### src/hw/motor_ctl_defs.svh
// constants for the stepper ramp / stop / sensor priority block
// assumes inclusion from the design, checker and bench files
`ifndef MOTOR_CTL_DEFS_SVH
`define MOTOR_CTL_DEFS_SVH
// ******************************
// register byte addresses
// ******************************
`define OFF_CTRL 12'h000
`define OFF_CFG 12'h004
`define OFF_IOC 12'h008
`define OFF_MASK_IN 12'h00C
`define OFF_EDGE_R 12'h010
`define OFF_EDGE_F 12'h014
`define OFF_ACTION 12'h018
`define OFF_ROT 12'h01C
`define OFF_RAMP 12'h020
`define OFF_STATUS 12'h024
`define OFF_IRQ_STAT 12'h028
`define OFF_IRQ_MASK 12'h02C
`define OFF_XSTEPS 12'h030
`define OFF_PERIOD 12'h034
// ******************************
// field positions
// ******************************
`define CTRL_RUN_BIT 7
`define CTRL_DIR_BIT 0
`define CFG_HARD_BIT 0
`define CFG_RUP_BIT 1
`define CFG_RDN_BIT 2
`define ACT_REV_BIT 0
`define ACT_XSTEP_BIT 1
// irq status bits
`define IRQ_SENSE_BIT 0
`define IRQ_STOP_BIT 1
`define IRQ_IGN_BIT 2
// ******************************
// reset values
// ******************************
`define RST_ROT 8'h01
`define RST_RAMP 8'h10
`define RST_XSTEPS 8'h04
`define RST_PERIOD 8'h10
`define STEPS_PER_ROT 8'h30
// slowest start period multiplier during ramps
`define RAMP_SLOW 8'h40
`endif

### src/hw/motor_ctl_pkg.sv
// types shared by the stepper ramp / stop / sensor priority block
// assumes motor_ctl_defs.svh sits on the include path
package motor_ctl_pkg;
    // motion phase of the motor
    typedef enum logic [2:0] {
        PH_IDLE = 3'b000,
        PH_RAMP_UP = 3'b001,
        PH_RUN = 3'b010,
        PH_XSTEP = 3'b011,
        PH_RAMP_DN = 3'b100
    } phase_t;
    // ahb-lite slave request, as sampled in the address phase
    typedef struct packed {
        logic hsel;
        logic [31:0] haddr;
        logic [1:0] htrans;
        logic hwrite;
        logic [2:0] hsize;
        logic hready;
    } ahb_req_t;
    // ahb-lite slave answer
    typedef struct packed {
        logic [31:0] hrdata;
        logic hreadyout;
        logic hresp;
    } ahb_rsp_t;
endpackage

### src/hw/step_timer.sv
// step pulse timer: one pulse every period+1 cycles while enabled
// assumes the caller holds period steady between pulses
`timescale 1ns/1ps
module step_timer (
    input wire logic hclk,
    input wire logic hresetn,
    input wire logic enable,
    input wire logic [15:0] period,
    output logic step_pulse
);
    typedef struct packed {
        logic [15:0] cnt;
        logic pulse;
    } tmr_state_t;
    tmr_state_t st_ff, nxt_st;
    // count down, pulse on wrap
    always_comb begin
        nxt_st = st_ff;
        nxt_st.pulse = 1'b0;
        if (!enable) begin
            nxt_st.cnt = period;
        end else if (st_ff.cnt == 16'h0000) begin
            nxt_st.cnt = period;
            nxt_st.pulse = 1'b1;
        end else begin
            nxt_st.cnt = st_ff.cnt - 16'h0001;
        end
    end
    // state register
    always_ff @(posedge hclk or negedge hresetn) begin
        if (!hresetn) begin
            st_ff <= '0;
        end else begin
            st_ff <= nxt_st;
        end
    end
    assign step_pulse = st_ff.pulse;
endmodule // step_timer

### src/hw/motor_ctl.sv
// stepper ramp, stop and sensor-interrupt priority logic, ahb-lite regs
// assumes a single ahb-lite master and glitch-free sensor inputs
// What this block does
// ignore sensor interrupts while ramping up or down
// act on enabled sensor interrupts once at final speed
// only a stop request (control bit 7 cleared) alters ramps
// stop in ramp-up with hard stop: halt at once, top priority
// stop in ramp-up, no hard stop, ramp-down on: decelerate
// stop in ramp-up, neither enabled: halt at once
// stop in ramp-down with hard stop: halt, drop the ramp
// stop in ramp-down, ramp-down on: keep decelerating
// between ramps, enabled interrupt controls may change motion
// reverse-on-interrupt at speed: reverse, run rotation count
// rotations done with no interrupt: ramp down if enabled
// extra steps enabled: issue them first, then reverse
// sensor inputs are used without any debouncing
// the host supplies clean logic-level sensor signals
// registers hold single bytes, written and read singly
// pin interrupts need input mode, unmasked, edge chosen
// after a reversal restart the full rotation count
`timescale 1ns/1ps
`include "motor_ctl_defs.svh"
module motor_ctl (
    input wire logic hclk,
    input wire logic hresetn,
    input wire motor_ctl_pkg::ahb_req_t ahb_req,
    input wire logic [31:0] hwdata,
    output motor_ctl_pkg::ahb_rsp_t ahb_rsp,
    input wire logic sense_input_0,
    input wire logic sense_input_1,
    output logic [3:0] phase_out,
    output logic irq
);
    import motor_ctl_pkg::*;

    // **************************************************
    // state
    // **************************************************
    typedef struct packed {
        logic [7:0] ctrl;
        logic [7:0] cfg;
        logic [1:0] ioc;
        logic [1:0] mask_in;
        logic [1:0] edge_r;
        logic [1:0] edge_f;
        logic [7:0] action;
        logic [7:0] rot;
        logic [7:0] ramp;
        logic [7:0] xsteps;
        logic [7:0] period;
        logic [2:0] irq_stat;
        logic [2:0] irq_mask;
        // bus data phase
        logic wr_pend;
        logic [11:0] wr_addr;
        logic [31:0] rdata;
        // motion
        phase_t phase;
        logic dir;
        logic [15:0] steps_left;
        logic [7:0] ramp_pos;
        logic [7:0] xleft;
        logic [2:0] seq;
        logic [1:0] sense_prev;
        logic [3:0] coils;
    } core_state_t;
    core_state_t st_ff, nxt_st;

    logic step_pulse;
    logic [15:0] step_period;
    logic [1:0] sense_now;
    logic [1:0] sense_hit;
    logic sense_any;
    logic addr_ok;
    logic wr_en;
    logic [7:0] wbyte;
    logic stop_req;

    // **************************************************
    // helpers
    // **************************************************
    // read mux used by the data phase
    function automatic logic [7:0] reg_read(input core_state_t s,
                                            input logic [11:0] a);
        logic [7:0] v;
        v = 8'h00;
        unique case (a)
            `OFF_CTRL: v = s.ctrl;
            `OFF_CFG: v = s.cfg;
            `OFF_IOC: v = {6'h00, s.ioc};
            `OFF_MASK_IN: v = {6'h00, s.mask_in};
            `OFF_EDGE_R: v = {6'h00, s.edge_r};
            `OFF_EDGE_F: v = {6'h00, s.edge_f};
            `OFF_ACTION: v = s.action;
            `OFF_ROT: v = s.rot;
            `OFF_RAMP: v = s.ramp;
            `OFF_STATUS: v = {4'h0, s.dir, s.phase};
            `OFF_IRQ_STAT: v = {5'h00, s.irq_stat};
            `OFF_IRQ_MASK: v = {5'h00, s.irq_mask};
            `OFF_XSTEPS: v = s.xsteps;
            `OFF_PERIOD: v = s.period;
            default: v = 8'h00;
        endcase
        return v;
    endfunction

    // full step count for the programmed rotations
    function automatic logic [15:0] rot_steps(input logic [7:0] r);
        // widen before the product so large counts are not cut to 8 bits
        return 16'(r) * 16'(`STEPS_PER_ROT);
    endfunction

    // two-phase coil pattern from the sequence index
    function automatic logic [3:0] coil_map(input logic [2:0] i);
        logic [3:0] c;
        unique case (i[1:0])
            2'b00: c = 4'b1100;
            2'b01: c = 4'b0110;
            2'b10: c = 4'b0011;
            default: c = 4'b1001;
        endcase
        return c;
    endfunction

    // **************************************************
    // sensor edges, taken raw with no filtering
    // **************************************************
    assign sense_now = {sense_input_1, sense_input_0};
    // qualify each pin by mode, mask and chosen edge
    always_comb begin
        for (int i = 0; i < 2; i++) begin
            sense_hit[i] = st_ff.ioc[i] && st_ff.mask_in[i] &&
                ((st_ff.edge_r[i] && sense_now[i] && !st_ff.sense_prev[i])
                || (st_ff.edge_f[i] && !sense_now[i]
                && st_ff.sense_prev[i]));
        end
    end
    assign sense_any = |sense_hit;

    // **************************************************
    // bus decode
    // **************************************************
    assign addr_ok = ahb_req.hsel && ahb_req.htrans[1] && ahb_req.hready;
    assign wr_en = st_ff.wr_pend;
    assign wbyte = hwdata[7:0];
    assign stop_req = wr_en && (st_ff.wr_addr == `OFF_CTRL)
        && !wbyte[`CTRL_RUN_BIT];

    // slower steps early in ramp-up and late in ramp-down
    assign step_period = (st_ff.phase == PH_RAMP_UP ||
        st_ff.phase == PH_RAMP_DN) ?
        16'({st_ff.period, 8'h00} >> 4) + 16'({8'h00, st_ff.ramp_pos} << 4)
        : {8'h00, st_ff.period};

    // **************************************************
    // next state
    // **************************************************
    always_comb begin
        nxt_st = st_ff;
        nxt_st.sense_prev = sense_now;
        nxt_st.wr_pend = addr_ok && ahb_req.hwrite;
        nxt_st.wr_addr = ahb_req.haddr[11:0];
        if (addr_ok && !ahb_req.hwrite) begin
            nxt_st.rdata = {24'h000000,
                reg_read(st_ff, ahb_req.haddr[11:0])};
        end
        // register writes, one byte each
        if (wr_en) begin
            unique case (st_ff.wr_addr)
                `OFF_CTRL: nxt_st.ctrl = wbyte;
                `OFF_CFG: nxt_st.cfg = wbyte;
                `OFF_IOC: nxt_st.ioc = wbyte[1:0];
                `OFF_MASK_IN: nxt_st.mask_in = wbyte[1:0];
                `OFF_EDGE_R: nxt_st.edge_r = wbyte[1:0];
                `OFF_EDGE_F: nxt_st.edge_f = wbyte[1:0];
                `OFF_ACTION: nxt_st.action = wbyte;
                `OFF_ROT: nxt_st.rot = wbyte;
                `OFF_RAMP: nxt_st.ramp = wbyte;
                `OFF_IRQ_STAT: nxt_st.irq_stat = st_ff.irq_stat & ~wbyte[2:0];
                `OFF_IRQ_MASK: nxt_st.irq_mask = wbyte[2:0];
                `OFF_XSTEPS: nxt_st.xsteps = wbyte;
                `OFF_PERIOD: nxt_st.period = wbyte;
                default: ;
            endcase
        end
        // motion phases
        unique case (st_ff.phase)
            PH_IDLE: begin
                if (wr_en && st_ff.wr_addr == `OFF_CTRL
                    && wbyte[`CTRL_RUN_BIT]) begin
                    nxt_st.dir = wbyte[`CTRL_DIR_BIT];
                    nxt_st.steps_left = rot_steps(st_ff.rot);
                    nxt_st.ramp_pos = st_ff.ramp;
                    nxt_st.phase = st_ff.cfg[`CFG_RUP_BIT] ?
                        PH_RAMP_UP : PH_RUN;
                end
            end
            PH_RAMP_UP: begin
                if (stop_req) begin
                    if (st_ff.cfg[`CFG_HARD_BIT]) begin
                        nxt_st.phase = PH_IDLE;
                    end else if (st_ff.cfg[`CFG_RDN_BIT]) begin
                        nxt_st.phase = PH_RAMP_DN;
                        nxt_st.ramp_pos = st_ff.ramp - st_ff.ramp_pos;
                    end else begin
                        nxt_st.phase = PH_IDLE;
                    end
                end else if (step_pulse) begin
                    // sensor edges fall through unused here
                    if (st_ff.ramp_pos == 8'h00) begin
                        nxt_st.phase = PH_RUN;
                    end else begin
                        nxt_st.ramp_pos = st_ff.ramp_pos - 8'h01;
                    end
                end
            end
            PH_RUN, PH_XSTEP: begin
                if (stop_req) begin
                    nxt_st.phase = st_ff.cfg[`CFG_RDN_BIT] &&
                        !st_ff.cfg[`CFG_HARD_BIT] ? PH_RAMP_DN : PH_IDLE;
                    nxt_st.ramp_pos = 8'h00;
                end else if (sense_any && st_ff.phase == PH_RUN &&
                    st_ff.action[`ACT_REV_BIT]) begin
                    if (st_ff.action[`ACT_XSTEP_BIT]) begin
                        nxt_st.phase = PH_XSTEP;
                        nxt_st.xleft = st_ff.xsteps;
                    end else begin
                        nxt_st.dir = !st_ff.dir;
                        nxt_st.steps_left = rot_steps(st_ff.rot);
                    end
                end else if (st_ff.phase == PH_XSTEP && step_pulse) begin
                    if (st_ff.xleft <= 8'h01) begin
                        nxt_st.phase = PH_RUN;
                        nxt_st.dir = !st_ff.dir;
                        nxt_st.steps_left = rot_steps(st_ff.rot);
                    end else begin
                        nxt_st.xleft = st_ff.xleft - 8'h01;
                    end
                end else if (step_pulse) begin
                    if (st_ff.steps_left <= 16'h0001) begin
                        nxt_st.ramp_pos = 8'h00;
                        nxt_st.phase = st_ff.cfg[`CFG_RDN_BIT] ?
                            PH_RAMP_DN : PH_IDLE;
                    end else begin
                        nxt_st.steps_left = st_ff.steps_left - 16'h0001;
                    end
                end
            end
            PH_RAMP_DN: begin
                if (stop_req && st_ff.cfg[`CFG_HARD_BIT]) begin
                    nxt_st.phase = PH_IDLE;
                end else if (step_pulse) begin
                    // a soft stop leaves the ramp running
                    if (st_ff.ramp_pos >= st_ff.ramp) begin
                        nxt_st.phase = PH_IDLE;
                    end else begin
                        nxt_st.ramp_pos = st_ff.ramp_pos + 8'h01;
                    end
                end
            end
            default: nxt_st.phase = PH_IDLE;
        endcase
        // run bit cleared whenever the next phase is idle
        if (nxt_st.phase == PH_IDLE) begin
            nxt_st.ctrl[`CTRL_RUN_BIT] = 1'b0;
        end
        // coil sequence advances on every step outside idle
        if (step_pulse && st_ff.phase != PH_IDLE) begin
            nxt_st.seq = st_ff.dir ? st_ff.seq - 3'h1 : st_ff.seq + 3'h1;
        end
        nxt_st.coils = st_ff.phase == PH_IDLE ? 4'h0 : coil_map(st_ff.seq);
        // sticky events, set wins over a clearing write
        if (sense_any && st_ff.phase != PH_IDLE) begin
            if (st_ff.phase == PH_RAMP_UP || st_ff.phase == PH_RAMP_DN) begin
                nxt_st.irq_stat[`IRQ_IGN_BIT] = 1'b1;
            end else begin
                nxt_st.irq_stat[`IRQ_SENSE_BIT] = 1'b1;
            end
        end
        if (st_ff.phase != PH_IDLE && nxt_st.phase == PH_IDLE) begin
            nxt_st.irq_stat[`IRQ_STOP_BIT] = 1'b1;
        end
    end

    // **************************************************
    // registers and outputs
    // **************************************************
    always_ff @(posedge hclk or negedge hresetn) begin
        if (!hresetn) begin
            st_ff <= '0;
            st_ff.rot <= `RST_ROT;
            st_ff.ramp <= `RST_RAMP;
            st_ff.xsteps <= `RST_XSTEPS;
            st_ff.period <= `RST_PERIOD;
            st_ff.phase <= PH_IDLE;
        end else begin
            st_ff <= nxt_st;
        end
    end

    step_timer u_step_timer (
        .hclk(hclk),
        .hresetn(hresetn),
        .enable(st_ff.phase != PH_IDLE),
        .period(step_period),
        .step_pulse(step_pulse)
    );

    assign ahb_rsp.hrdata = st_ff.rdata;
    assign ahb_rsp.hreadyout = 1'b1; // zero wait states
    assign ahb_rsp.hresp = 1'b0;
    assign phase_out = st_ff.coils;
    assign irq = |(st_ff.irq_stat & st_ff.irq_mask);
endmodule // motor_ctl

### config.mk
export PLATFORM = sky130hd
export DESIGN_NAME = motor_ctl
export DESIGN_NICKNAME = d
export VERILOG_FILES = /design/src/hw/motor_ctl_pkg.sv /design/src/hw/step_timer.sv /design/src/hw/motor_ctl.sv
export VERILOG_INCLUDE_DIRS = /design/src /design/src/hw
export SDC_FILE = /design/constraint.sdc
export NUM_CORES = 1
export LEC_CHECK = 0
export ABC_AREA = 1
export BUFFER_PORTS_ARGS = -buffer_cell sky130_fd_sc_hd__buf_2
export CORE_UTILIZATION = 50
export DETAILED_ROUTE_END_ITERATION = 8
export GPL_ROUTABILITY_DRIVEN = 1
export PLACE_DENSITY = 0.69
export SKIP_LAST_GASP = 1
export SYNTH_ARGS = -nofsm -noshare
export SYNTH_HDL_FRONTEND = slang
export SYNTH_SLANG_ARGS = --single-unit
### constraint.sdc
create_clock -name hclk -period 3.4 [get_ports hclk]
set_input_delay 0.68 -clock hclk [delete_from_list [all_inputs] [get_ports hclk]]
set_output_delay 0.68 -clock hclk [all_outputs]
set_load 0.01 [all_outputs]
After elaboration in Yosys (flattened, before gate mapping)
Cells that the tools add are included.
{"block": "classes", "addsub": 9, "mul": 1, "order_cmp": 3, "eq_ne": 52, "mux": 72, "n_bitwise": 4, "n_reduce_logical": 74}
{"op": "$mux W8", "n": 23}
{"op": "$eq A12 B6 Y1 const B", "n": 11}
{"op": "$pmux W8 S14", "n": 1}
{"op": "$eq A12 B5 Y1 const B", "n": 8}
{"op": "$mux W70", "n": 1}
{"op": "$mux W16", "n": 4}
{"op": "$mux W3", "n": 17}
{"op": "$eq A12 B4 Y1 const B", "n": 4}
{"op": "$mux W20", "n": 2}
{"op": "$mux W17", "n": 2}
{"op": "$pmux W17 S2", "n": 1}
{"op": "$pmux W8 S4", "n": 1}
{"op": "$sub A16 B1 Y16 const B", "n": 2}
{"op": "$mux W28", "n": 1}
{"op": "$reduce_and A2 Y1", "n": 14}
{"op": "$logic_and A1 B1 Y1", "n": 27}
{"op": "$ne A3 B3 Y1 const B", "n": 9}
{"op": "$eq A12 B3 Y1 const B", "n": 2}
{"op": "$logic_not A12 Y1", "n": 2}
{"op": "$mux W24", "n": 1}
{"op": "$le A16 B1 Y1 const B", "n": 1}
{"op": "$logic_not A16 Y1", "n": 1}
{"op": "$sub A8 B1 Y8 const B", "n": 2}
{"op": "$add A12 B12 Y13", "n": 1}
{"op": "other kinds (40)", "n": 77}
{"block": "word_totals", "reg_bits": 153, "in_bits": 76, "output_inout_bits": 39}

Depth between registers and ports, before layout
Gate-level depths: netlist of run 1.
{"block": "depth", "ltp_word": 15, "depth_mapped": 15, "depth_no_buf": 15}

Cells and area by module
From an unflattened synthesis of run 1, not the netlist that was laid out.
{"block": "hier_totals", "hier_cells": 1400, "hier_area_um2": 9927.0}
{"mod": "motor_ctl", "instances": 1, "cells_each": 1211, "area_each_um2": 8704.6}
{"mod": "step_timer", "instances": 1, "cells_each": 189, "area_each_um2": 1222.4}

Worst setup path after synthesis of run 1
Ideal clock, no wire load.
{"block": "synth_path", "path_kind": "register -> register", "startpoint": "register st_ff[23] (netlist bit)", "endpoint": "register st_ff[19] (netlist bit)", "t_arrival_ps": 1815, "path_slack_ps": 1468, "stages_incl_launch_ff": 14, "period_less_slack_ps": 1932, "cell_sequence": "dfrtp_1 inv_1 ha_1 nand2_1 nor2_1 nand3_1 nand3_1 nand2_1 nand2_1 nand4_1 nor2_4 nand2_4 nand2_1 nand2_1"}
{"block": "synth_via", "elab_chain_len": 3}
{"element": "start, declared", "line": "motor_ctl.sv:67", "rtl": "core_state_t st_ff, nxt_st;"}
{"element": "start signal, assigned", "line": "motor_ctl.sv:297", "rtl": "st_ff <= nxt_st;"}
{"element": "$ge A8 B8 Y1 or $logic_not A8 Y1 (tied branches)", "line": "motor_ctl.sv:254, motor_ctl.sv:210"}
{"element": "$ne A2 B2 Y1 (no line) or $ne A3 B3 Y1 (tied branches)"}
{"element": "$reduce_and A13 Y1 (no line) *"}
Mark *: on every way between the ends. The rest lies on a longest branch, timed or not.
A chain may end at the register's enable or synchronous reset.

Final worst setup path of run 1
{"block": "layout_path", "startpoint": "register st_ff[9] (netlist bit)", "endpoint": "register st_ff[37] (netlist bit)"}
{"block": "layout_via", "elab_chain_len": 3}
{"element": "$le A8 B1 Y1", "line": "motor_ctl.sv:232", "rtl": "if (st_ff.xleft <= 8'h01) begin"}
{"element": "$ne A4 B4 Y1 (no line)"}
{"element": "$reduce_and A7 Y1 (no line)"}
Every way passes these cells.

==> flow_metrics.py, run 1 <==
metrics = {
    "sta": {
        "rsz0062_at_grt": "no",
        "slew_headroom_pct": 45.0,
        "hold_slack_ns": 0.315,
        "drv_slew": 0,
        "skew_ns": 0.0140,
        "hold_viol": 0,
        "min_period_ns": 2.64,
        "fmax_mhz": 379,
        "max_slew.worst_pin.slew_ns": 0.826,
        "fin_crit_sh_pct": 77.6,
        "setup_viol_count_final": 0,
        "setup-tns-final_ns": 0,
        "setup_ws_ns": 0.761,
    },
    "clock_tree": {
        "clk_latency_ns": 0.44,
        "path_clk_slew_ns": 0.08,
        "htree_levels": 4,
        "cts_resized": 0,
        "clockBufferDepth": 2,
        "cts_tree": "built",
        "cts_made_buffers": 17,
        "hold_buffers": 0,
        "cts.sinks": 152,
        "cts_root_buffer": "clkbuf_16",
        "postCtsSetupRepairBufs": 0,
    },
    "synth": {
        "synth_ff_type": "dfrtp_1",
        "ys_ff_latch": 152,
        "synth_cells": 1290,
        "synthArstFlopShare_pct": 100,
        "synth_edf_count": 0,
        "yosysUniqueCellTypes": 51,
        "ys_seq_area_share_pct": 39.6,
        "synthesis.area_mm2": 0.00963,
        "yosys_warnings": 0,
        "avgSynthCellArea_um2": 7.46,
    },
    "placed_design": {
        "preCtsSetupSlack_ns": 0.564,
        "place_area_mm2": 0.00993,
        "port_buffers": 40,
        "place.gp.congestion": 0.936,
        "hpwl_um": 18600,
    },
    "final_layout": {
        "syn2layout_area_growth_pct": 9.64,
        "diodes": 0,
        "drive_above_1_share_pct": 10.1,
        "fin_area_mm2": 0.0106,
        "final_nets": 1442,
    },
    "drt": {
        "drt_iter0_drc": 717,
        "totalWireLength_um": 25100,
        "drc_errors": 0,
        "final_antenna_net_count": 0,
        "wl_per_cell_um": 16.0,
        "viasPerCell": 5.49,
        "dr.pass1.iters": 5,
        "dr_total_vias": 8641,
    },
    "die": {
        "fp.coreArea_mm2": 0.0188,
        "fp.dieH_um": 141,
        "dieArea_mm2": 0.0198,
        "io_pins": 115,
        "rows": 50,
        "initial_utilization_pct": 51.3,
        "die_w_um": 141,
    },
    "setup_path": {
        "start_kind": "flip-flop",
        "worstSetupPathType": "reg2reg",
        "max_stage_delay_ns": 0.40,
        "crit_slowest_cell": "dfrtp_1",
        "required_ns": 3.78,
        "startpoint": "st_ff[9]",
        "cpMostUsedCell": "nor2_1",
        "rr_startpoint": "st_ff[9]",
        "end_kind": "flip-flop",
        "path_cells": "inv_1, ha_1, nor2_1, nor2_1, nand2_1, nand2_1, nor2_1, nor2_1, nand2_2, inv_2, o21ai_0, nand2_1",
        "cp.arrival_ns": 3.02,
        "cp.buffers_inverters": 2,
        "path_max_fanout": 25,
        "crit_family": "simple AND/OR/NAND/NOR gates",
    },
    "grt": {
        "grt.overflow.total": 0,
        "grt_pass1_wl_um": 41100,
        "grt_usage_pct": 26.8,
        "grt_max_degree": 85,
        "grt_pass1_vias": 8045,
        "antenna_found_initial": 0,
    },
    "power": {
        "p_leak_nw": 5.40,
        "p_per_area_mw_per_mm2": 378,
        "peakVddDrop_mv": 0.391,
    },
    "job": {
        "max-cap-violations": 0,
    },
    "outcome": {
        "status": "complete, no violations",
    },
    "min_path": {
        "holdCritPathClass": "in2async",
    },
}
[area by class of cell]
| cell class | count | area [µm²] |
|---|---|---|
| sequential | 152 | 3810 |
| clock inverter | 15 | 205 |
| multi-input combinational | 958 | 4970 |
| clock buffer | 17 | 425 |
| timing repair buffer | 52 | 309 |
| fill | 1767 | 8210 |
| inverter | 145 | 547 |
| tap | 234 | 293 |
[through the flow]
stage	instances	util [%]	total power, mW
CTS	1573	56.2	4.00
detailed placement	1541	52.9	2.00
floorplan	1314	-	1.93
finish	1573	56.2	3.99
global route	1573	56.2	4.09
global placement	1541	52.9	2.00
[cells in the mapped netlist (8+ instances only)]
master / number / area (µm²)
a21oi_1: 31 / 155
buf_4: 38 / 285
clkbuf_1: 12 / 45.0
dfrtp_1: 148 / 3700
ha_1: 37 / 463
inv_1: 135 / 507
nand2_1: 330 / 1240
nand3_1: 116 / 581
nand4_1: 27 / 169
nor2_1: 99 / 372
nor3_1: 25 / 125
o211ai_1: 10 / 75.1
o21ai_0: 136 / 681
o21ai_2: 8 / 70.1
xnor2_1: 8 / 70.1
xor2_1: 27 / 236
[worst reg2reg max path, stage by stage (launching register included)]
cell	delay [ns]
dfrtp_1	0.40
inv_1	0.11
ha_1	0.20
nor2_1	0.05
nor2_1	0.36
nand2_1	0.24
nand2_1	0.17
nor2_1	0.05
nor2_1	0.17
nand2_2	0.35
inv_2	0.27
o21ai_0	0.12
nand2_1	0.07
[layer usage]
metal | part of all wire, % | GRT usage (%) | vias up
li1 | - | - | 4260
met1 | 45 | 36.6 | 3978
met4 | 4.5 | 14.1 | 0
met3 | 6.2 | 4.08 | 62
met2 | 45 | 41.3 | 341
met5 | 0 | 0 | -
[sequential cells by signal, summed over array words and instances, names as in the netlist]
| signal | cells |
|---|---|
| wr_en | 1 |
| phase_out | 4 |
| u_step_timer.step_pulse | 1 |
| u_step_timer.st_ff | 16 |
| st_ff | 122 |
| ahb_rsp | 8 |
[path summary, 6_finish.rpt]
check / to / slack [ns] / cells after the start
setup / recovery: st_ff[37] / 0.76 / 12
hold / removal: st_ff[31] / 0.31 / 1
setup reg to reg: st_ff[37] / 0.76 / 12
hold reg to reg: ahb_rsp[8] / 0.49 / 2
max in group asynchronous: st_ff[86] / 2.31 / 2
min in group hclk: st_ff[84] / 0.35 / 1
[cells in the final DEF, fill, tap and decap left out, types with 27 or more instances in the layout]
cell | synthesis | final
nand3_1 | 116 | 116
xor2_1 | 27 | 27
ha_1 | 37 | 37
buf_2 | 6 | 39
inv_1 | 135 | 135
nand4_1 | 27 | 27
nand2_1 | 330 | 330
nor2_1 | 99 | 99
o21ai_0 | 136 | 136
dfrtp_1 | 148 | 148
a21oi_1 | 31 | 31
[power breakdown]
| part | total, mW | switching (mW) | leakage [nW] | internal (mW) |
|---|---|---|---|---|
| Sequential | 1.82 | 0.00546 | 1.67 | 1.82 |
| Clock | 2.03 | 0.903 | 0.305 | 1.13 |
| Combinational | 0.138 | 0.108 | 3.43 | 0.0296 |
[cell families (layout without fill, tap and decap cells)]
family | after synthesis | in the layout | synth area share (%)
AOI/OAI and AO/OA | 223 | 223 | 13.0
other | 2 | 26 | 0.0780
adders and majority gates | 40 | 40 | 5.43
buffers and inverters | 204 | 229 | 9.77
xor gates and xnor gates | 35 | 35 | 3.18
DFF | 152 | 152 | 39.6
and+or+nand+nor | 634 | 634 | 29.0
Power figures use the tool's default switching activity.
==> run 2, diff against run 1 <==
==> constraint.sdc (replaced) <==
create_clock -name hclk -period 2.5 [get_ports hclk]
set_input_delay 0.5 -clock hclk [delete_from_list [all_inputs] [get_ports hclk]]
set_output_delay 0.5 -clock hclk [all_outputs]
set_load 0.01 [all_outputs]
==> flow_metrics.py, run 2 (synthesis results as in run 1) <==
metrics = {
    "die": {
        "initial_utilization_pct": 51.3,
        "die_w_um": 141,
        "rows": 50,
        "fp.coreArea_mm2": 0.0188,
        "io_pins": 115,
        "fp.dieH_um": 141,
        "dieArea_mm2": 0.0198,
    },
    "drt": {
        "wl_per_cell_um": 16.3,
        "dr.pass1.iters": 7,
        "viasPerCell": 5.54,
        "final_antenna_net_count": 0,
        "drc_errors": 0,
        "totalWireLength_um": 26100,
        "drt_iter0_drc": 864,
        "dr_total_vias": 8877,
    },
    "clock_tree": {
        "path_clk_slew_ns": 0.06,
        "cts_made_buffers": 17,
        "cts_tree": "built",
        "cts.sinks": 152,
        "htree_levels": 4,
        "clockBufferDepth": 2,
        "cts_root_buffer": "clkbuf_16",
        "clk_latency_ns": 0.44,
        "hold_buffers": 0,
    },
    "final_layout": {
        "syn2layout_area_growth_pct": 11.9,
        "layout_commonest_cell": "nand2_1",
        "seq_area_mm2": 0.00381,
        "mostFrequentLayoutCells": "nand2_1, dfrtp_1, o21ai_0",
        "final_nets": 1472,
        "multiInputGateArea_mm2": 0.00498,
        "utilization_pct": 57.4,
        "fin_area_mm2": 0.0108,
        "top_register": "st_ff",
        "fill_cells": 1740,
        "largest_reg_flops": 122,
        "diodes": 0,
        "drive_above_1_share_pct": 12.1,
    },
    "setup_path": {
        "timing.rr.end": "st_ff[18]",
        "start_kind": "flip-flop",
        "cp.arrival_ns": 2.61,
        "worst_r2r_path_depth": 14,
        "path_max_fanout": 9,
        "worstSetupPathType": "reg2reg",
        "r2r_slack_ns": 0.21,
        "startpoint": "st_ff[17]",
        "required_ns": 2.82,
        "rr_startpoint": "st_ff[17]",
        "end_kind": "flip-flop",
        "endpoint": "st_ff[18]",
    },
    "grt": {
        "grt_pass1_wl_um": 42800,
        "antenna_found_initial": 0,
        "grt.overflow.total": 0,
        "grt_max_degree": 51,
        "grt_pass1_vias": 8506,
        "grt_usage_pct": 27.9,
    },
    "sta": {
        "max_slew.worst_pin.slew_ns": 0.672,
        "setup_viol_count_final": 0,
        "slew_headroom_pct": 55.1,
        "hold_slack_ns": 0.0247,
        "fin_crit_sh_pct": 91.6,
        "fmax_mhz": 437,
        "min_period_ns": 2.29,
        "hold_viol": 0,
        "drv_slew": 0,
        "rsz0062_at_grt": "yes",
        "skew_ns": 0.00877,
    },
    "placed_design": {
        "port_buffers": 40,
        "place.gp.congestion": 0.965,
        "hpwl_um": 19400,
        "place_area_mm2": 0.0102,
    },
    "power": {
        "p_per_area_mw_per_mm2": 487,
        "peakVddDrop_mv": 0.489,
        "power_mw": 5.25,
        "p_leak_nw": 5.53,
    },
    "job": {
        "max-cap-violations": 0,
    },
    "outcome": {
        "status": "complete, no violations",
    },
    "min_path": {
        "holdCritPathClass": "in2async",
    },
}
run 2: changes by cell type in the layout (fill, tap and decap cells not counted), sizes merged:
| cell | previous run | this run |
|---|---|---|
| buf | 52 | 82 |
| bufinv | 2 | 1 |
| clkinv | 9 | 7 |
| clkbuf | 17 | 19 |
| clkinvlp | 1 | 2 |
run 2: timing repair:
item	CTS	global route
setup buffers	0	0
hold endpoints to repair	0	0
setup endpoints to repair	0	11
resized for setup	0	2
run 2: per-stage QoR:
step | worst slack [ns] | setup TNS, ns | std cells
2_1_floorplan | 0.568 | 0 | 1314
3_3_place_gp | 0.237 | 0 | 1571
3_5_place_dp | 0.173 | 0 | 1571
4_1_cts | 0.176 | 0 | 1603
5_1_grt | -0.000164 | -0.000164 | 1603
6_report | 0.210 | 0 | 1603
run 2: layout make-up:
| cell class | instances | area share [%] |
|---|---|---|
| Clock buffer | 19 | 4.11 |
| Clock inverter | 13 | 1.24 |
| Inverter | 145 | 5.07 |
| Multi-Input combinational cell | 958 | 46.2 |
| Sequential cell | 152 | 35.4 |
| Tap cell | 234 | 2.72 |
| Timing Repair Buffer | 82 | 5.31 |
run 2: metal layers:
metal | track usage, % | routed length (µm)
met1 | 36.9 | 11600
met2 | 44.7 | 11800
met3 | 4.79 | 1670
met4 | 13.2 | 1050
met5 | 0 | 0
run 2: worst max-delay path, cell delays in order (launching register included):
cell,delay [ns]
dfrtp_1,0.46
ha_1,0.25
inv_1,0.10
fa_1,0.19
nand2_1,0.08
nand2_1,0.11
nand3_1,0.08
nand3_1,0.09
nand2_1,0.08
nand2_1,0.07
nand4_1,0.15
nor2_4,0.27
nand2_4,0.13
nand2_1,0.07
nand2_1,0.05
run 2: worst min-delay path by stage:
stage	end	slack (ns)	depth (start not counted)
floorplan	ahb_rsp[2]	0.20	0
global placement	st_ff[146]	0.47	2
detailed placement	ahb_rsp[5]	0.46	2
CTS	st_ff[31]	0.04	1
global route	st_ff[31]	0.06	1
finish	st_ff[31]	0.02	1
run 2: where the power goes:
part | switching (mW) | internal, mW | leakage, nW | total [mW]
combinational | 0.150 | 0.0440 | 3.59 | 0.194
sequential | 0.00767 | 2.47 | 1.67 | 2.48
clock | 1.14 | 1.43 | 0.280 | 2.57
total | 1.30 | 3.95 | 5.53 | 5.25
